==> config.mk <==
export PLATFORM = sky130hd
export DESIGN_NAME = switch_fault_retry_diag
export DESIGN_NICKNAME = d
export VERILOG_FILES = /design/src/sfr_pkg.sv /design/src/sync2.sv /design/src/ms_timer.sv /design/src/switch_fault_retry_diag.sv
export SDC_FILE = /design/constraint.sdc
export NUM_CORES = 1
export LEC_CHECK = 0
export BUFFER_PORTS_ARGS = -buffer_cell sky130_fd_sc_hd__buf_2
export CORE_UTILIZATION = 60
export DETAILED_ROUTE_END_ITERATION = 8
export PLACE_DENSITY = 0.91
export RECOVER_POWER = 100
export SLEW_MARGIN = 5
export SYNTH_ARGS = -nofsm -noshare
export SYNTH_HDL_FRONTEND = slang
export SYNTH_HIERARCHICAL = 1
export SYNTH_SLANG_ARGS = --single-unit
export TNS_END_PERCENT = 50
==> constraint.sdc <==
create_clock -name clock -period 4.6 [get_ports clock]
set_input_delay 0.46 -clock clock [delete_from_list [all_inputs] [get_ports clock]]
set_output_delay 0.46 -clock clock [all_outputs]
set_load 0.05 [all_outputs]
==> src/sfr_pkg.sv <==
// Shared constants, timing figures and state types for the fault retry and diagnostic block.
package sfr_pkg;

   // ----------------------------------------------------------------------
   // Clock and time base
   // ----------------------------------------------------------------------
   localparam int CLK_PERIOD_NS = 100;
   localparam int TICK_TIME_NS  = 1000000;
   localparam int TICK_CYCLES   = TICK_TIME_NS / CLK_PERIOD_NS;

   // ----------------------------------------------------------------------
   // Retry counter and periods
   // ----------------------------------------------------------------------
   localparam int             CNT_W       = 4;
   localparam logic [CNT_W-1:0] CNT_ZERO  = 4'h0;
   localparam logic [CNT_W-1:0] CNT_ONE   = 4'h1;
   localparam logic [CNT_W-1:0] RETRY_LIMIT = 4'hF;
   localparam int             TMR_W       = 8;
   localparam logic [TMR_W-1:0] RETRY_PERIOD0_MS = 8'h0A;
   localparam logic [TMR_W-1:0] RETRY_PERIOD1_MS = 8'h14;
   localparam logic [TMR_W-1:0] RETRY_PERIOD2_MS = 8'h28;
   localparam logic [TMR_W-1:0] RETRY_PERIOD3_MS = 8'h50;
   localparam logic [TMR_W-1:0] OL_INTERVAL_MS   = 8'h96;

   // Retry period selection from the two-bit period field.
   function automatic logic [TMR_W-1:0] retry_period_ms(input logic [1:0] sel);
      case (sel)
         2'h0:    retry_period_ms = RETRY_PERIOD0_MS;
         2'h1:    retry_period_ms = RETRY_PERIOD1_MS;
         2'h2:    retry_period_ms = RETRY_PERIOD2_MS;
         default: retry_period_ms = RETRY_PERIOD3_MS;
      endcase
   endfunction

   // ----------------------------------------------------------------------
   // Per-channel retry sequencer states
   // ----------------------------------------------------------------------
   typedef enum logic [1:0] {
      ST_NORMAL,
      ST_WAIT_CLEAR,
      ST_WAIT_PERIOD,
      ST_LATCHED
   } retry_state_e;

endpackage

==> src/sync2.sv <==
// Two-flop synchroniser for a vector of asynchronous levels.
`timescale 1ns/1ps
module sync2 #(
   parameter int W = 1
) (
   input  wire logic         clock,
   input  wire logic         rst_n,
   input  wire logic [W-1:0] d,
   output logic      [W-1:0] q
);
   logic [W-1:0] meta_r;

   always_ff @(posedge clock or negedge rst_n) begin
      if (!rst_n) begin
         meta_r <= '0;
         q      <= '0;
      end else begin
         meta_r <= d;
         q      <= meta_r;
      end
   end
endmodule

==> src/ms_timer.sv <==
// Millisecond down-counter with a one-cycle done pulse and an expired level.
`timescale 1ns/1ps
module ms_timer #(
   parameter int W            = 8,
   parameter bit EXPIRED_INIT = 1'b0
) (
   input  wire logic         clock,
   input  wire logic         rst_n,
   input  wire logic         tick,
   input  wire logic         start,
   input  wire logic [W-1:0] load,
   output logic              done,
   output logic              expired
);
   logic [W-1:0] count_r;
   logic         running_r;
   // The first tick after start is only a partial one, so the count runs down to zero and one tick more.
   // The interval therefore never ends before the loaded number of ticks has fully elapsed.
   wire          last_tick = running_r && tick && (count_r == '0);

   always_ff @(posedge clock or negedge rst_n) begin
      if (!rst_n) begin
         count_r   <= '0;
         running_r <= 1'b0;
         done      <= 1'b0;
         expired   <= EXPIRED_INIT;
      end else begin
         done <= last_tick && !start;
         if (start) begin
            count_r   <= load;
            running_r <= 1'b1;
            expired   <= 1'b0;
         end else if (last_tick) begin
            running_r <= 1'b0;
            expired   <= 1'b1;
         end else if (running_r && tick) begin
            count_r <= count_r - {{(W-1){1'b0}}, 1'h1};
         end
      end
   end
endmodule

==> src/switch_fault_retry_diag.sv <==
// Two-channel fault retry sequencer with open-load and short-to-supply diagnostics.
//
// Summary of operation
// - Only overcurrent, severe short, overtemperature or undervoltage start a retry.
// - Overtemperature and undervoltage retries wait until the cause has gone.
// - With retry disabled, any latchable fault latches the channel off at once.
// - Retry is enabled when the polarity bit equals the load type select.
// - A retry sequence starts only with fault control high and a retry condition.
// - The channel turns back on after the selected retry period.
// - A cleared fault restores normal output; the fault bit stays until read.
// - Unlimited mode retries forever; with retry enabled and fault control high it never latches off.
// - Limited mode counts retries in four bits; fifteen retries set the exhausted flag.
// - After exhaustion one more retry; a persisting fault latches off, status low.
// - The host may delatch at any time; the retry counter is kept.
// - Fail-safe, sleep exit, reset, unlimited set or retry disable clear the counter.
// - A latched channel is released when unlimited mode clears the counter.
// - Lamp loads reset overcurrent duration at each retry, motors after a clean period.
// - Off-state short to supply sets a flag and shows live on status, no turn-off.
// - The short flag holds until the fault register is read; it can be disabled.
// - Off-state open load sets a flag held until read, status live, can be disabled.
// - High sense ratio checks on-state open load continuously, channel stays on.
// - High ratio read clears on-state open load when off, or when cause gone.
// - Low ratio internal control checks at turn-off every interval, fast slew only.
// - Low ratio direct control checks at each turn-off, fast slew only; clears only after clean check.
`timescale 1ns/1ps
module switch_fault_retry_diag #(
   parameter int TICK_CYCLES = sfr_pkg::TICK_CYCLES
) (
   input  wire logic       clock,
   input  wire logic       rst_n,
   input  wire logic [1:0] overcurrent_fault,
   input  wire logic [1:0] severe_short_fault,
   input  wire logic [1:0] overtemp_fault,
   input  wire logic       undervoltage_fault,
   input  wire logic [1:0] load_type_select,
   input  wire logic [1:0] short_supply_sense,
   input  wire logic [1:0] openload_off_sense,
   input  wire logic [1:0] load_current_low,
   input  wire logic [1:0] fault_control,
   input  wire logic [1:0] delatch_request,
   input  wire logic [1:0] channel_request,
   input  wire logic [1:0] retry_polarity_bit,
   input  wire logic [1:0] unlimited_retry_bit,
   input  wire logic [3:0] retry_period_sel,
   input  wire logic       failsafe_entry,
   input  wire logic       sleep_exit,
   input  wire logic       fault_reg_read,
   input  wire logic [1:0] short_detect_disable,
   input  wire logic [1:0] offstate_openload_disable,
   input  wire logic [1:0] onstate_openload_disable,
   input  wire logic [1:0] low_current_sense_ratio,
   input  wire logic [1:0] fast_slew,
   input  wire logic [1:0] direct_input_disable,
   input  wire logic [1:0] turn_off_event,
   input  wire logic [1:0] full_duty,
   output logic [1:0]      channel_on,
   output logic            fault_status_out_n,
   output logic [7:0]      retry_count,
   output logic [1:0]      retry_exhausted_flag,
   output logic [1:0]      latched_off,
   output logic [1:0]      fault_bit,
   output logic [1:0]      output_short_supply_flag,
   output logic [1:0]      offstate_openload_flag,
   output logic [1:0]      onstate_openload_flag,
   output logic [1:0]      oc_duration_reset
);
   localparam int TICK_W = $clog2(TICK_CYCLES + 1);

   // ----------------------------------------------------------------------
   // Pin synchronisers and millisecond tick
   // ----------------------------------------------------------------------
   logic [1:0] oc_s;
   logic [1:0] sc_s;
   logic [1:0] ot_s;
   logic       uv_s;
   logic [1:0] load_s;
   logic [1:0] short_s;
   logic [1:0] oloff_s;
   logic [1:0] low_s;

   sync2 #(.W(15)) u_sync (
      .clock (clock),
      .rst_n (rst_n),
      .d     ({overcurrent_fault, severe_short_fault, overtemp_fault, undervoltage_fault,
               load_type_select, short_supply_sense, openload_off_sense, load_current_low}),
      .q     ({oc_s, sc_s, ot_s, uv_s, load_s, short_s, oloff_s, low_s})
   );

   logic [TICK_W-1:0] prescale_r;
   wire               tick = (prescale_r == TICK_W'(TICK_CYCLES - 1));

   always_ff @(posedge clock or negedge rst_n) begin
      if (!rst_n) begin
         prescale_r <= '0;
      end else begin
         prescale_r <= tick ? '0 : prescale_r + TICK_W'(1);
      end
   end

   // ----------------------------------------------------------------------
   // Per-channel state
   // ----------------------------------------------------------------------
   sfr_pkg::retry_state_e           st_r   [2];
   sfr_pkg::retry_state_e           st_nxt [2];
   logic [sfr_pkg::CNT_W-1:0]       cnt_r  [2];
   logic [sfr_pkg::CNT_W-1:0]       cnt_nxt[2];
   logic [1:0] final_used_r;
   logic [1:0] pol_prev_r;
   logic [1:0] unl_prev_r;
   logic [1:0] oc_seen_r;
   logic [1:0] dur_pending_r;
   logic [1:0] clean_check_r;
   logic [1:0] tmr_done;
   logic [1:0] ol_due;
   logic [1:0] live_fault;

   assign retry_count = {cnt_r[1], cnt_r[0]};

   always_ff @(posedge clock or negedge rst_n) begin
      if (!rst_n) begin
         fault_status_out_n <= 1'b1;
      end else begin
         fault_status_out_n <= ~|live_fault;
      end
   end

   for (genvar ch = 0; ch < 2; ch++) begin : g_ch
      // Fault decoding and retry qualifiers.
      wire fault_any = oc_s[ch] | sc_s[ch] | ot_s[ch] | uv_s;
      wire slow      = ot_s[ch] | uv_s;
      wire retry_en  = (retry_polarity_bit[ch] == load_s[ch]);
      wire unl       = unlimited_retry_bit[ch];
      wire unl_rise  = unl && !unl_prev_r[ch];
      wire dis_edge  = load_s[ch] ? (pol_prev_r[ch] && !retry_polarity_bit[ch])
                                  : (!pol_prev_r[ch] && retry_polarity_bit[ch]);
      wire cnt_clear = failsafe_entry | sleep_exit | unl_rise | dis_edge;
      wire can_retry = unl | !retry_exhausted_flag[ch] | !final_used_r[ch];
      wire in_normal = (st_r[ch] == sfr_pkg::ST_NORMAL);
      wire go_retry  = in_normal && fault_any && retry_en && fault_control[ch] && can_retry;
      wire go_latch  = in_normal && fault_any && !go_retry;
      wire tmr_start = (st_nxt[ch] == sfr_pkg::ST_WAIT_PERIOD) && (st_r[ch] != sfr_pkg::ST_WAIT_PERIOD);
      wire retry_done = tmr_done[ch] && (st_r[ch] == sfr_pkg::ST_WAIT_PERIOD);
      wire on_nxt    = channel_request[ch] && (st_nxt[ch] == sfr_pkg::ST_NORMAL);

      always_comb begin
         case (st_r[ch])
            sfr_pkg::ST_NORMAL:
               if (go_latch)
                  st_nxt[ch] = sfr_pkg::ST_LATCHED;
               else if (go_retry)
                  st_nxt[ch] = slow ? sfr_pkg::ST_WAIT_CLEAR : sfr_pkg::ST_WAIT_PERIOD;
               else
                  st_nxt[ch] = sfr_pkg::ST_NORMAL;
            sfr_pkg::ST_WAIT_CLEAR:
               st_nxt[ch] = slow ? sfr_pkg::ST_WAIT_CLEAR : sfr_pkg::ST_WAIT_PERIOD;
            sfr_pkg::ST_WAIT_PERIOD:
               st_nxt[ch] = tmr_done[ch] ? sfr_pkg::ST_NORMAL : sfr_pkg::ST_WAIT_PERIOD;
            sfr_pkg::ST_LATCHED:
               if (unl_rise)
                  st_nxt[ch] = retry_en ? sfr_pkg::ST_WAIT_PERIOD : sfr_pkg::ST_NORMAL;
               else
                  st_nxt[ch] = sfr_pkg::ST_LATCHED;
            default:
               st_nxt[ch] = sfr_pkg::ST_NORMAL;
         endcase
         if (delatch_request[ch]) begin
            st_nxt[ch] = sfr_pkg::ST_NORMAL;
         end
      end

      // Counting stops at fifteen so a long fault never wraps back to a fresh budget.
      always_comb begin
         cnt_nxt[ch] = cnt_r[ch];
         if (cnt_clear)
            cnt_nxt[ch] = sfr_pkg::CNT_ZERO;
         else if (retry_done && !unl && cnt_r[ch] != sfr_pkg::RETRY_LIMIT)
            cnt_nxt[ch] = cnt_r[ch] + sfr_pkg::CNT_ONE;
      end

      ms_timer #(.W(sfr_pkg::TMR_W), .EXPIRED_INIT(1'b0)) u_retry_tmr (
         .clock   (clock),
         .rst_n   (rst_n),
         .tick    (tick),
         .start   (tmr_start),
         .load    (sfr_pkg::retry_period_ms(retry_period_sel[2*ch+:2])),
         .done    (tmr_done[ch]),
         .expired ()
      );

      always_ff @(posedge clock or negedge rst_n) begin
         if (!rst_n) begin
            st_r[ch]                 <= sfr_pkg::ST_NORMAL;
            cnt_r[ch]                <= sfr_pkg::CNT_ZERO;
            retry_exhausted_flag[ch] <= 1'b0;
            final_used_r[ch]         <= 1'b0;
            pol_prev_r[ch]           <= 1'b0;
            unl_prev_r[ch]           <= 1'b0;
            channel_on[ch]           <= 1'b0;
            latched_off[ch]          <= 1'b0;
         end else begin
            st_r[ch]       <= st_nxt[ch];
            cnt_r[ch]      <= cnt_nxt[ch];
            pol_prev_r[ch] <= retry_polarity_bit[ch];
            unl_prev_r[ch] <= unl;
            channel_on[ch] <= on_nxt;
            latched_off[ch] <= (st_nxt[ch] == sfr_pkg::ST_LATCHED);
            retry_exhausted_flag[ch] <= !cnt_clear && !unl &&
                                        (cnt_nxt[ch] == sfr_pkg::RETRY_LIMIT);
            if (cnt_clear)
               final_used_r[ch] <= 1'b0;
            else if (go_retry && retry_exhausted_flag[ch] && !unl)
               final_used_r[ch] <= 1'b1;
         end
      end

      // ------------------------------------------------------------------
      // Overcurrent duration reset and sticky fault bit
      // ------------------------------------------------------------------
      wire clean_off = turn_off_event[ch] && !oc_seen_r[ch] && !oc_s[ch];

      always_ff @(posedge clock or negedge rst_n) begin
         if (!rst_n) begin
            oc_seen_r[ch]         <= 1'b0;
            dur_pending_r[ch]     <= 1'b0;
            oc_duration_reset[ch] <= 1'b0;
            fault_bit[ch]         <= 1'b0;
         end else begin
            oc_seen_r[ch]         <= turn_off_event[ch] ? 1'b0 : (oc_seen_r[ch] | oc_s[ch]);
            dur_pending_r[ch]     <= load_s[ch] && (retry_done || (dur_pending_r[ch] && !clean_off));
            oc_duration_reset[ch] <= load_s[ch] ? (dur_pending_r[ch] && clean_off) : retry_done;
            fault_bit[ch]         <= fault_any || (fault_bit[ch] && !fault_reg_read);
         end
      end

      // ------------------------------------------------------------------
      // Diagnostics
      // ------------------------------------------------------------------
      wire off_st     = !channel_on[ch];
      wire hi_ratio   = !low_current_sense_ratio[ch];
      wire os_live    = off_st && !short_detect_disable[ch] && short_s[ch];
      wire oloff_live = off_st && !offstate_openload_disable[ch] && oloff_s[ch];
      wire onstate_openload_flag_hi    = channel_on[ch] && hi_ratio && !onstate_openload_disable[ch] && low_s[ch];
      wire lo_arm     = !hi_ratio && fast_slew[ch] && !onstate_openload_disable[ch];
      wire chk_int    = lo_arm && direct_input_disable[ch] && ol_due[ch] &&
                        (turn_off_event[ch] || (full_duty[ch] && channel_on[ch]));
      wire chk_dir    = lo_arm && !direct_input_disable[ch] && turn_off_event[ch];
      wire ol_check   = chk_int || chk_dir;
      wire onstate_openload_flag_clr   = hi_ratio ? (fault_reg_read && (off_st || !low_s[ch]))
                                 : (fault_reg_read && clean_check_r[ch]);

      // The interval starts out expired so the first low-ratio check is not held back.
      ms_timer #(.W(sfr_pkg::TMR_W), .EXPIRED_INIT(1'b1)) u_ol_tmr (
         .clock   (clock),
         .rst_n   (rst_n),
         .tick    (tick),
         .start   (chk_int),
         .load    (sfr_pkg::OL_INTERVAL_MS),
         .done    (),
         .expired (ol_due[ch])
      );

      assign live_fault[ch] = latched_off[ch] | os_live | oloff_live | onstate_openload_flag_hi;

      always_ff @(posedge clock or negedge rst_n) begin
         if (!rst_n) begin
            output_short_supply_flag[ch] <= 1'b0;
            offstate_openload_flag[ch]   <= 1'b0;
            onstate_openload_flag[ch]    <= 1'b0;
            clean_check_r[ch]            <= 1'b0;
         end else begin
            output_short_supply_flag[ch] <= os_live || (output_short_supply_flag[ch] && !fault_reg_read);
            offstate_openload_flag[ch]   <= oloff_live || (offstate_openload_flag[ch] && !fault_reg_read);
            onstate_openload_flag[ch]    <= onstate_openload_flag_hi || (ol_check && low_s[ch]) ||
                                            (onstate_openload_flag[ch] && !onstate_openload_flag_clr);
            if (ol_check)
               clean_check_r[ch] <= !low_s[ch];
         end
      end

      // ------------------------------------------------------------------
      // Assertions
      // ------------------------------------------------------------------
      AST_RETRY_CAUSE: assert property (@(posedge clock) disable iff (!rst_n)
         (in_normal && !delatch_request[ch]) ##1 (st_r[ch] != sfr_pkg::ST_NORMAL) |-> $past(fault_any))
         else $error("Channel left normal without a latchable fault.");
      AST_SLOW_WAIT: assert property (@(posedge clock) disable iff (!rst_n)
         (st_r[ch] == sfr_pkg::ST_WAIT_CLEAR && slow && !delatch_request[ch]) |=>
         (st_r[ch] == sfr_pkg::ST_WAIT_CLEAR))
         else $error("Retry period started while the slow fault was present.");
      AST_LATCH_DISABLED: assert property (@(posedge clock) disable iff (!rst_n)
         (in_normal && fault_any && !retry_en && !delatch_request[ch]) |=> ##1 latched_off[ch])
         else $error("Fault with retry disabled did not latch.");
      AST_ENABLED_NO_LATCH: assert property (@(posedge clock) disable iff (!rst_n)
         (in_normal && fault_any && retry_en && fault_control[ch] && can_retry) |=>
         (st_r[ch] != sfr_pkg::ST_LATCHED))
         else $error("Enabled retry latched instead.");
      AST_START_NEEDS_CONTROL: assert property (@(posedge clock) disable iff (!rst_n)
         in_normal ##1 (st_r[ch] inside {sfr_pkg::ST_WAIT_PERIOD, sfr_pkg::ST_WAIT_CLEAR}) |->
         $past(fault_control[ch]))
         else $error("Retry started without fault control.");
      AST_PERIOD_BACK_ON: assert property (@(posedge clock) disable iff (!rst_n)
         (retry_done && channel_request[ch]) |=> channel_on[ch])
         else $error("Channel not back on after retry period.");
      AST_UNLIMITED: assert property (@(posedge clock) disable iff (!rst_n)
         (unl && unl_prev_r[ch] && in_normal && fault_any && retry_en && fault_control[ch]) |=>
         (st_r[ch] != sfr_pkg::ST_LATCHED))
         else $error("Unlimited mode latched a channel.");
      AST_EXHAUSTED: assert property (@(posedge clock) disable iff (!rst_n)
         (cnt_r[ch] == sfr_pkg::RETRY_LIMIT) |-> retry_exhausted_flag[ch])
         else $error("Counter at limit without exhausted flag.");
      AST_FINAL_LATCH: assert property (@(posedge clock) disable iff (!rst_n)
         (in_normal && fault_any && retry_exhausted_flag[ch] && final_used_r[ch] && !unl &&
          !delatch_request[ch]) |=> ##1 (latched_off[ch] && !fault_status_out_n))
         else $error("Fault after final retry did not latch with status low.");
      AST_COUNT_CLEAR: assert property (@(posedge clock) disable iff (!rst_n)
         cnt_clear |=> (cnt_r[ch] == sfr_pkg::CNT_ZERO))
         else $error("Retry counter not cleared.");
      AST_SATURATE: assert property (@(posedge clock) disable iff (!rst_n)
         (cnt_r[ch] == sfr_pkg::RETRY_LIMIT && !cnt_clear) |=> (cnt_r[ch] == sfr_pkg::RETRY_LIMIT))
         else $error("Retry counter wrapped.");
      AST_SHORT_HOLD: assert property (@(posedge clock) disable iff (!rst_n)
         (output_short_supply_flag[ch] && !fault_reg_read) |=> output_short_supply_flag[ch])
         else $error("Short flag lost before a read.");
      AST_SHORT_STATUS: assert property (@(posedge clock) disable iff (!rst_n)
         os_live |=> !fault_status_out_n)
         else $error("Short to supply not shown on status.");
      AST_ONSTATE_OPENLOAD_FLAG_HOLD: assert property (@(posedge clock) disable iff (!rst_n)
         (onstate_openload_flag[ch] && hi_ratio && channel_on[ch] && low_s[ch]) |=>
         onstate_openload_flag[ch])
         else $error("On-state open-load flag cleared while cause present.");

      COV_EXHAUSTED: cover property (@(posedge clock) disable iff (!rst_n) $rose(retry_exhausted_flag[ch]));
      COV_FINAL_LATCH: cover property (@(posedge clock) disable iff (!rst_n)
         final_used_r[ch] ##[1:1000] $rose(latched_off[ch]));
      COV_SHORT: cover property (@(posedge clock) disable iff (!rst_n) $rose(output_short_supply_flag[ch]));
      COV_LOW_CHECK: cover property (@(posedge clock) disable iff (!rst_n) chk_int);
   end
endmodule

[Yosys cells after proc, flatten, opt, wreduce, memory -nomap -nowiden]
Cells that the tools add are included.
Storage, ports and cells
  input bits: 50
  logic and storage cells: 349
  register bits: 125
  output and inout bits: 25
Cells by class
  add/sub/neg operators: 7
  reductions and logical operators: 183
  bitwise gates (word level): 25
  muxes and demuxes: 59
  equal/unequal tests: 27
Operator list (number)
  logical AND 1 bit: 98
  two-way mux 8 bit: 12
  zero test 1 bit: 42
  one-hot mux 7 bit (3 select lines): 2
  zero test 8 bit: 4
  subtractor 8 x 1 -> 8 bit (second input constant): 4
  two-way mux 2 bit: 14
  bitwise OR 1 bit: 25
  two-way mux 1 bit: 24
  equality test 2 bit (second input constant): 10
  nonzero test 2 bit: 10
  logical OR 1 bit: 18
  two-way mux 4 bit: 4
  one-hot mux 2 bit (4 select lines): 2
  adder 14 x 1 -> 14 bit (second input constant): 1
  equality test 14 bit (second input constant): 1
  two-way mux 14 bit: 1
  zero test 2 bit: 6
  adder 4 x 1 -> 4 bit (second input constant): 2
  equality test 2 x 1 -> 1 bit (second input constant): 4
  equality test 4 bit (second input constant): 2
  != test 2 bit (second input constant): 4
  != test 4 bit (second input constant): 2
  AND reduction 2 bit: 4
  other kinds (3): 5

[Longest topological paths before layout]
Gate-level depths: netlist of the first run.
  word-level depth: 16
  depth in mapped cells: 10
  mapped depth without buffers: 8

[Cells and area by module]
Netlist of the first run, hierarchy kept.
Modules (own cells, without submodules)
  switch_fault_retry_diag: area each 2825.2 µm², seq. area each 1377.6 µm², cells an instance 289, times used 1
  ms_timer (g_ch[0].u_retry_tmr ...): area each 660.6 µm², seq. area each 275.3 µm², cells an instance 69, times used 2
  sync2: area each 750.7 µm², seq. area each 750.7 µm², cells an instance 30, times used 1
  ms_timer (g_ch[0].u_ol_tmr): area each 661.9 µm², seq. area each 276.5 µm², cells an instance 69, times used 1
  ms_timer (g_ch[1].u_ol_tmr): area each 656.9 µm², seq. area each 276.5 µm², cells an instance 67, times used 1

[Worst setup path after synthesis of the first run]
No wires, ideal clock.
  kind: register to register
  start point: register prescale_r[11]
  end point: register g_ch[1].u_ol_tmr.count_r[4]
  stages on the path, launching flop included: 6
  data required time: 4.474 ns
  period minus slack after synthesis: 2.878 ns
  path slack: 1.722 ns
  buffers on the path: 0
  setup time: 0.126 ns
  data arrival time: 2.752 ns
  path through: dfrtp_1 -> or4_4 -> nor4_4 -> nand3_1 -> o311a_1 -> a221o_1
Between the ends
  longest elaborated chain between the ends: 5
  elaborated cells between the ends (all ways): 6
  those cells by class: eq/ne (2); reduce/logical (4)
RTL lines
  from (decl): line switch_fault_retry_diag.sv:89  | logic [TICK_W-1:0] prescale_r;
  from (signal assigned): line switch_fault_retry_diag.sv:96  | prescale_r <= tick ? '0 : prescale_r + TICK_W'(1);
  equality test 14 bit *: line switch_fault_retry_diag.sv:90  | wire tick = (prescale_r == TICK_W'(TICK_CYCLES - 1));
  via tick: line switch_fault_retry_diag.sv:90
  logical AND 1 bit *: line ms_timer.sv:19, ms_timer.sv:36
  logical AND 1 bit: line ms_timer.sv:19  | wire last_tick = running_r && tick && (count_r == '0);
  != test 2 bit (no source line)
  AND reduction 2 bit (no source line) *
  to (signal assigned): line ms_timer.sv:30  | count_r <= load;
  to (signal assigned): line ms_timer.sv:37  | count_r <= count_r - {{(W-1){1'b0}}, 1'h1};
  to (decl): line ms_timer.sv:15  | logic [W-1:0] count_r;
The timed path passes the listed nets; every way through them passes the cells marked *.
A chain may end at the register's enable or synchronous reset.

==> results of run 1 <==
-- flip-flops by register name, summed over array words and instances, names as in the netlist, 4 cells and up --
name / flops
u_sync/meta_r: 15
prescale_r: 14
g_ch.u_ol_tmr/count_r: 16
u_sync/q: 15
retry_count: 8
st_r: 4
g_ch.u_retry_tmr/count_r: 16
-- through the flow --
step,cell area (um2),hold slack [ps]
3_5_place_dp,6710,336
2_1_floorplan,6150,164
6_report,7210,46.2
4_1_cts,7270,28.3
3_3_place_gp,6710,333
5_1_grt,7210,15.5
-- where the power goes --
group	switching, mW	internal [mW]
registers	0.198	1.25
logic	0.321	0.237
clock network	0.468	0.770
total	0.988	2.26
-- worst paths after layout --
check,end,slack (ps),depth (start not counted)
min reg2reg,u_sync/q[8],350,0
max reg2reg,g_ch[1].u_retry_tmr/count_r[6],1430,5
max in group clock,g_ch[1].u_retry_tmr/count_r[6],1430,5
min,u_sync/meta_r[4],50,1
max,u_sync/meta_r[13],1380,2
min in group asynchronous,u_sync/q[4],1110,2
-- placed cells by master, fill, tap and decap left out, types with 6 or more instances in the layout --
cell and instances:
o31ai_1 11, nand2b_1 11, inv_1 32, a211o_1 8, xor2_1 9, nor3_1 15
dfrtp_1 122, clkbuf_1 36, nor2b_1 16, nand2_1 33, or4_1 7, nor3b_1 7
buf_2 42, a31oi_1 18, clkbuf_16 16, conb_1 20, a21oi_1 19, nand3b_1 9
nand3_1 35, o21ai_0 14, nor4b_1 6, o211ai_1 9, nor4_1 7, ha_1 11
and3_1 11, nand4_1 8, xnor2_1 7, nor2_1 49
-- area by class of cell --
| class | count | area (um2) |
|---|---|---|
| flip-flops and latches | 125 | 3130 |
| multi-input cells | 435 | 2850 |
| fillers | 691 | 2610 |
| clock buffers | 22 | 473 |
| repair buffers | 82 | 379 |
| well taps | 133 | 166 |
| inverters | 32 | 120 |
| clock inverters | 10 | 88.8 |
-- routing by layer --
| layer | wire [um] | vias to the layer above | GRT usage (%) |
|---|---|---|---|
| met5 | 0 | - | 0 |
| met2 | 7430 | 226 | 51.1 |
| met1 | 6130 | 2551 | 36.3 |
| met4 | 357 | 0 | 14.5 |
| met3 | 829 | 35 | 6.98 |
| li1 | - | 2388 | - |
-- worst reg2reg max path: stages, from the launching register on --
cell	delay (ps)
dfrtp_1	400
or4_1	590
nor4_4	1040
nand3_1	380
or4_1	500
a31oi_1	190
==> results.txt, run 1 <==
run status - finished, violations left
failing checks - capacitance limit, slew limit
CTS tree - done
Max-Slew Margin vs Limit - -133%
VDD IR max - 0.268 mV
Crit path buffers/inverters - 2
Clock Skews - 7.65 ps
DRC viols - 0
row count - 36
Die H - 103 um
Worst Setup Path Type - input pin to asynchronous set/reset pin
Static Leak - 3.10 nW
Die Wd - 103 um
max cap viols - 2
final wirelength - 14.7 mm
cells along the critical path - clkbuf_4 > clkbuf_1
io pins - 75
DR vias/cell - 6.20
CP max-delay cell - clkbuf_1
FF-to-FF Start - prescale_r[7]
GRT Total Usage - 30.1%
Reg clk slew, reported paths - 60 ps
Layout area overhead - 18.6%
fin crit period - 3220 ps
die area - 10500 um2
Mapped Cells - 583
Pre-antenna DRT Iters - 5
Finished Layout Cells - 839
Crit. Startpoint - rst_n
yosys warns - 6
post-CTS resize count - 0
Post-Route Setup TNS - 0 ps
crit-path max cell delay - 2440 ps
initial core utilization - 61.9%
Final Cycle Share - 70.1%
setup bufs post-CTS - 0
DR WL/cell - 17.6 um
pwr dens - 450 nW/um2
Netlist Area Pre-Place - 6080 um2
Clock Tree Buf Depth - 2
total power draw - 3.25 mW
worst setup margin - 1380 ps
hold path start - short_supply_sense[0]
pre-CTS setup slack - 1540 ps
Top delay family on crit path - buffers and inverters
crit path DAT - 3060 ps
Slew @ Worst Pin - 3490 ps
Max Slew Vio Count - 127
clock root buffer - clkbuf_8
Hold Violations, Final - 0
Antenna Nets Post-Route - 0
Core Footprint - 9820 um2
CP Max Fanout - 66
fmax - 0.310 GHz
Max H-tree Level - 4
RePlAce Congestion - 0.876
first-pass GRT wire length - 24.1 mm
clk sink count - 125
Post-CTS Hold Fix Bufs - 0
crit end category - asynchronous set/reset pin
WP data required - 4430 ps
vias in the first global route - 5170
Synth Area per Inst - 10.4 um2
largest net degree at the start of global routing - 67
Post-DP HPWL - 9.93 mm
initial antenna violation count - 0
Iter 0 DRT Violations - 445
latest clock arrival within the worst-skew pair - 520 ps
Hold Crit Class - input pin to flop
via count - 5200
RSZ-0062 raised after global routing - false
port buffer count - 74
crit path launch type - input pin
CTS buffer count - 17
Placed Instances - 807
grt total ovfl - 0
layout cells sized above 1 - 13.7%
ANT cells - 0
final setup fails - 0
fin util - 73.4%
final net count - 754
Note: power is estimated with default switching activity, not from simulation.
==> inputs of run 2 (changes only) <==
--- a/config.mk
+++ b/config.mk
@@ -6,9 +6,9 @@
 export NUM_CORES = 1
 export LEC_CHECK = 0
 export BUFFER_PORTS_ARGS = -buffer_cell sky130_fd_sc_hd__buf_2
-export CORE_UTILIZATION = 60
+export CORE_UTILIZATION = 58
 export DETAILED_ROUTE_END_ITERATION = 8
-export PLACE_DENSITY = 0.91
+export PLACE_DENSITY = 0.89
 export RECOVER_POWER = 100
 export SLEW_MARGIN = 5
 export SYNTH_ARGS = -nofsm -noshare
==> constraint.sdc (replaced) <==
create_clock -name clock -period 3.1 [get_ports clock]
set_input_delay 0.31 -clock clock [delete_from_list [all_inputs] [get_ports clock]]
set_output_delay 0.31 -clock clock [all_outputs]
set_load 0.05 [all_outputs]
==> run 2 against run 1 <==
The flow now finishes without violations. Core utilization fell by 1.1 points. Critical path depth rose by 8. Combinational power rose by 50%. Sequential share of layout area fell by 1.1 points. Setup slack got worse by 1100 ps. Clock skew barely moved. Power rose by 48%. Sequential power rose by 48%. Critical endpoint is now g_ch[0].u_retry_tmr/count_r[2].
==> results.txt, run 2 (synthesis gave the netlist of run 1 again) <==
grt total ovfl - 0
Core Footprint - 10200 um2
clock root buffer - clkbuf_8
CTS tree - done
final net count - 773
pwr dens - 650 nW/um2
Clock Tree Buf Depth - 2
vias in the first global route - 5176
final setup fails - 0
crit-path max cell delay - 590 ps
crit path DAT - 3250 ps
Die Wd - 104 um
latest clock arrival within the worst-skew pair - 530 ps
crit end category - flop
Slew @ Worst Pin - 1490 ps
Max H-tree Level - 4
Worst Setup Path Type - input pin to flop
Final Cycle Share - 91.5%
Pre-antenna DRT Iters - 6
pre-CTS setup slack - 408 ps
initial core utilization - 59.4%
RSZ-0062 raised after global routing - false
worst setup margin - 264 ps
io pins - 75
Post-DP HPWL - 9.92 mm
Max Slew Vio Count - 0
CTS buffer count - 17
Clock Skews - 7.91 ps
RePlAce Congestion - 0.868
post-CTS resize count - 0
via count - 5272
die area - 10900 um2
clk sink count - 125
port buffer count - 74
largest net degree at the start of global routing - 65
VDD IR max - 0.776 mV
fin util - 72.3%
DRC viols - 0
crit path launch type - input pin
biggest regs - g_ch.u_ol_tmr/count_r (16), g_ch.u_retry_tmr/count_r (16)
Layout area overhead - 21.6%
most frequent cells in the layout - dfrtp_1, nor2_1, buf_2, nand3_1, nand2_1
CP max-delay cell - a211oi_1
Max-Slew Margin vs Limit - 0.830%
Hold Violations, Final - 0
Post-Route Setup TNS - 0 ps
cell mode on critical path - inv_1
GRT Total Usage - 28.4%
layout cells sized above 1 - 14.1%
ANT cells - 0
Reg clk slew, reported paths - 60 ps
Static Leak - 3.17 nW
run status - finished, final reports clean
CP Max Fanout - 8
row count - 37
fmax - 0.353 GHz
Die H - 104 um
first-pass GRT wire length - 24.3 mm
cells along the critical path - dlygate4sd3_1 > clkbuf_1 > xnor2_1 > nand4b_1 > o2111ai_1 > inv_1 > a211oi_1 > inv_1 > and3_1 > a211o_1
max cap viols - 0
final wirelength - 14.4 mm
DR vias/cell - 6.12
Hold Crit Class - input pin to flop
Fillers - 716
DR WL/cell - 16.8 um
fin crit period - 2840 ps
initial antenna violation count - 0
WP data required - 3510 ps
Iter 0 DRT Violations - 436
commonest non-fill, non-tap cell in the layout - dfrtp_1
Antenna Nets Post-Route - 0
==> run 2: layout make-up <==
| class | count | area (um2) | area share, % |
|---|---|---|---|
| clock buffers | 22 | 463 | 6.26 |
| clock inverters | 10 | 90.1 | 1.22 |
| inverters | 32 | 120 | 1.62 |
| multi-input cells | 435 | 2840 | 38.3 |
| flip-flops and latches | 125 | 3130 | 42.3 |
| well taps | 136 | 170 | 2.30 |
| repair buffers | 101 | 587 | 7.93 |
==> run 2: worst paths after layout <==
kind / startpoint / end / slack, ps / cells past startpoint
hold reg to reg: u_sync/meta_r[0] / u_sync/q[0] / 350 / 0
max in group asynchronous: rst_n / prescale_r[9] / 730 / 3
hold / removal: turn_off_event[1] / oc_seen_r[1] / 50 / 2
min in group asynchronous: rst_n / retry_count[2] / 680 / 2
setup / recovery: retry_polarity_bit[0] / g_ch[0].u_retry_tmr/count_r[2] / 260 / 10
setup reg to reg: u_sync/q[6] / g_ch[0].u_retry_tmr/count_r[2] / 300 / 8
==> run 2: worst max-delay path: cells and delay by family <==
| kind | cells | cell delay [ps] |
|---|---|---|
| XOR/XNOR | 1 | 310 |
| AO/OA/AOI/OAI | 3 | 1120 |
| AND/OR/NAND/NOR | 2 | 450 |
| buffers and inverters | 4 | 1060 |
==> run 2: power breakdown <==
group          total (mW)  switching, mW  internal (mW)
combinational       0.838          0.470          0.368
clock                1.82          0.701           1.12
sequential           2.15          0.293           1.86
==> run 2: timing repair <==
action	4_1_cts	5_1_grt
hold buffers	20	0
endpoints found under the hold margin	78	0
buffers inserted	0	0
==> run 2: stage by stage <==
step / hold WS, ps / power, mW / std cells / instance area [um2]
floorplan: 14.4 / 2.69 / 601 / 6150
global placement: 333 / 2.90 / 809 / 6710
detailed placement: 336 / 2.97 / 809 / 6710
CTS: 27.3 / 4.83 / 861 / 7470
global route: 30.7 / 5.04 / 861 / 7400
finish: 51.2 / 4.81 / 861 / 7400
==> run 2: routing by layer <==
| metal | up-vias | GRT usage, % | wire, um |
|---|---|---|---|
| li1 | 2432 | - | - |
| met1 | 2566 | 35.7 | 6090 |
| met3 | 44 | 6.52 | 820 |
| met5 | - | 0 | 0 |
| met2 | 230 | 45.8 | 7060 |
| met4 | 0 | 14.5 | 452 |
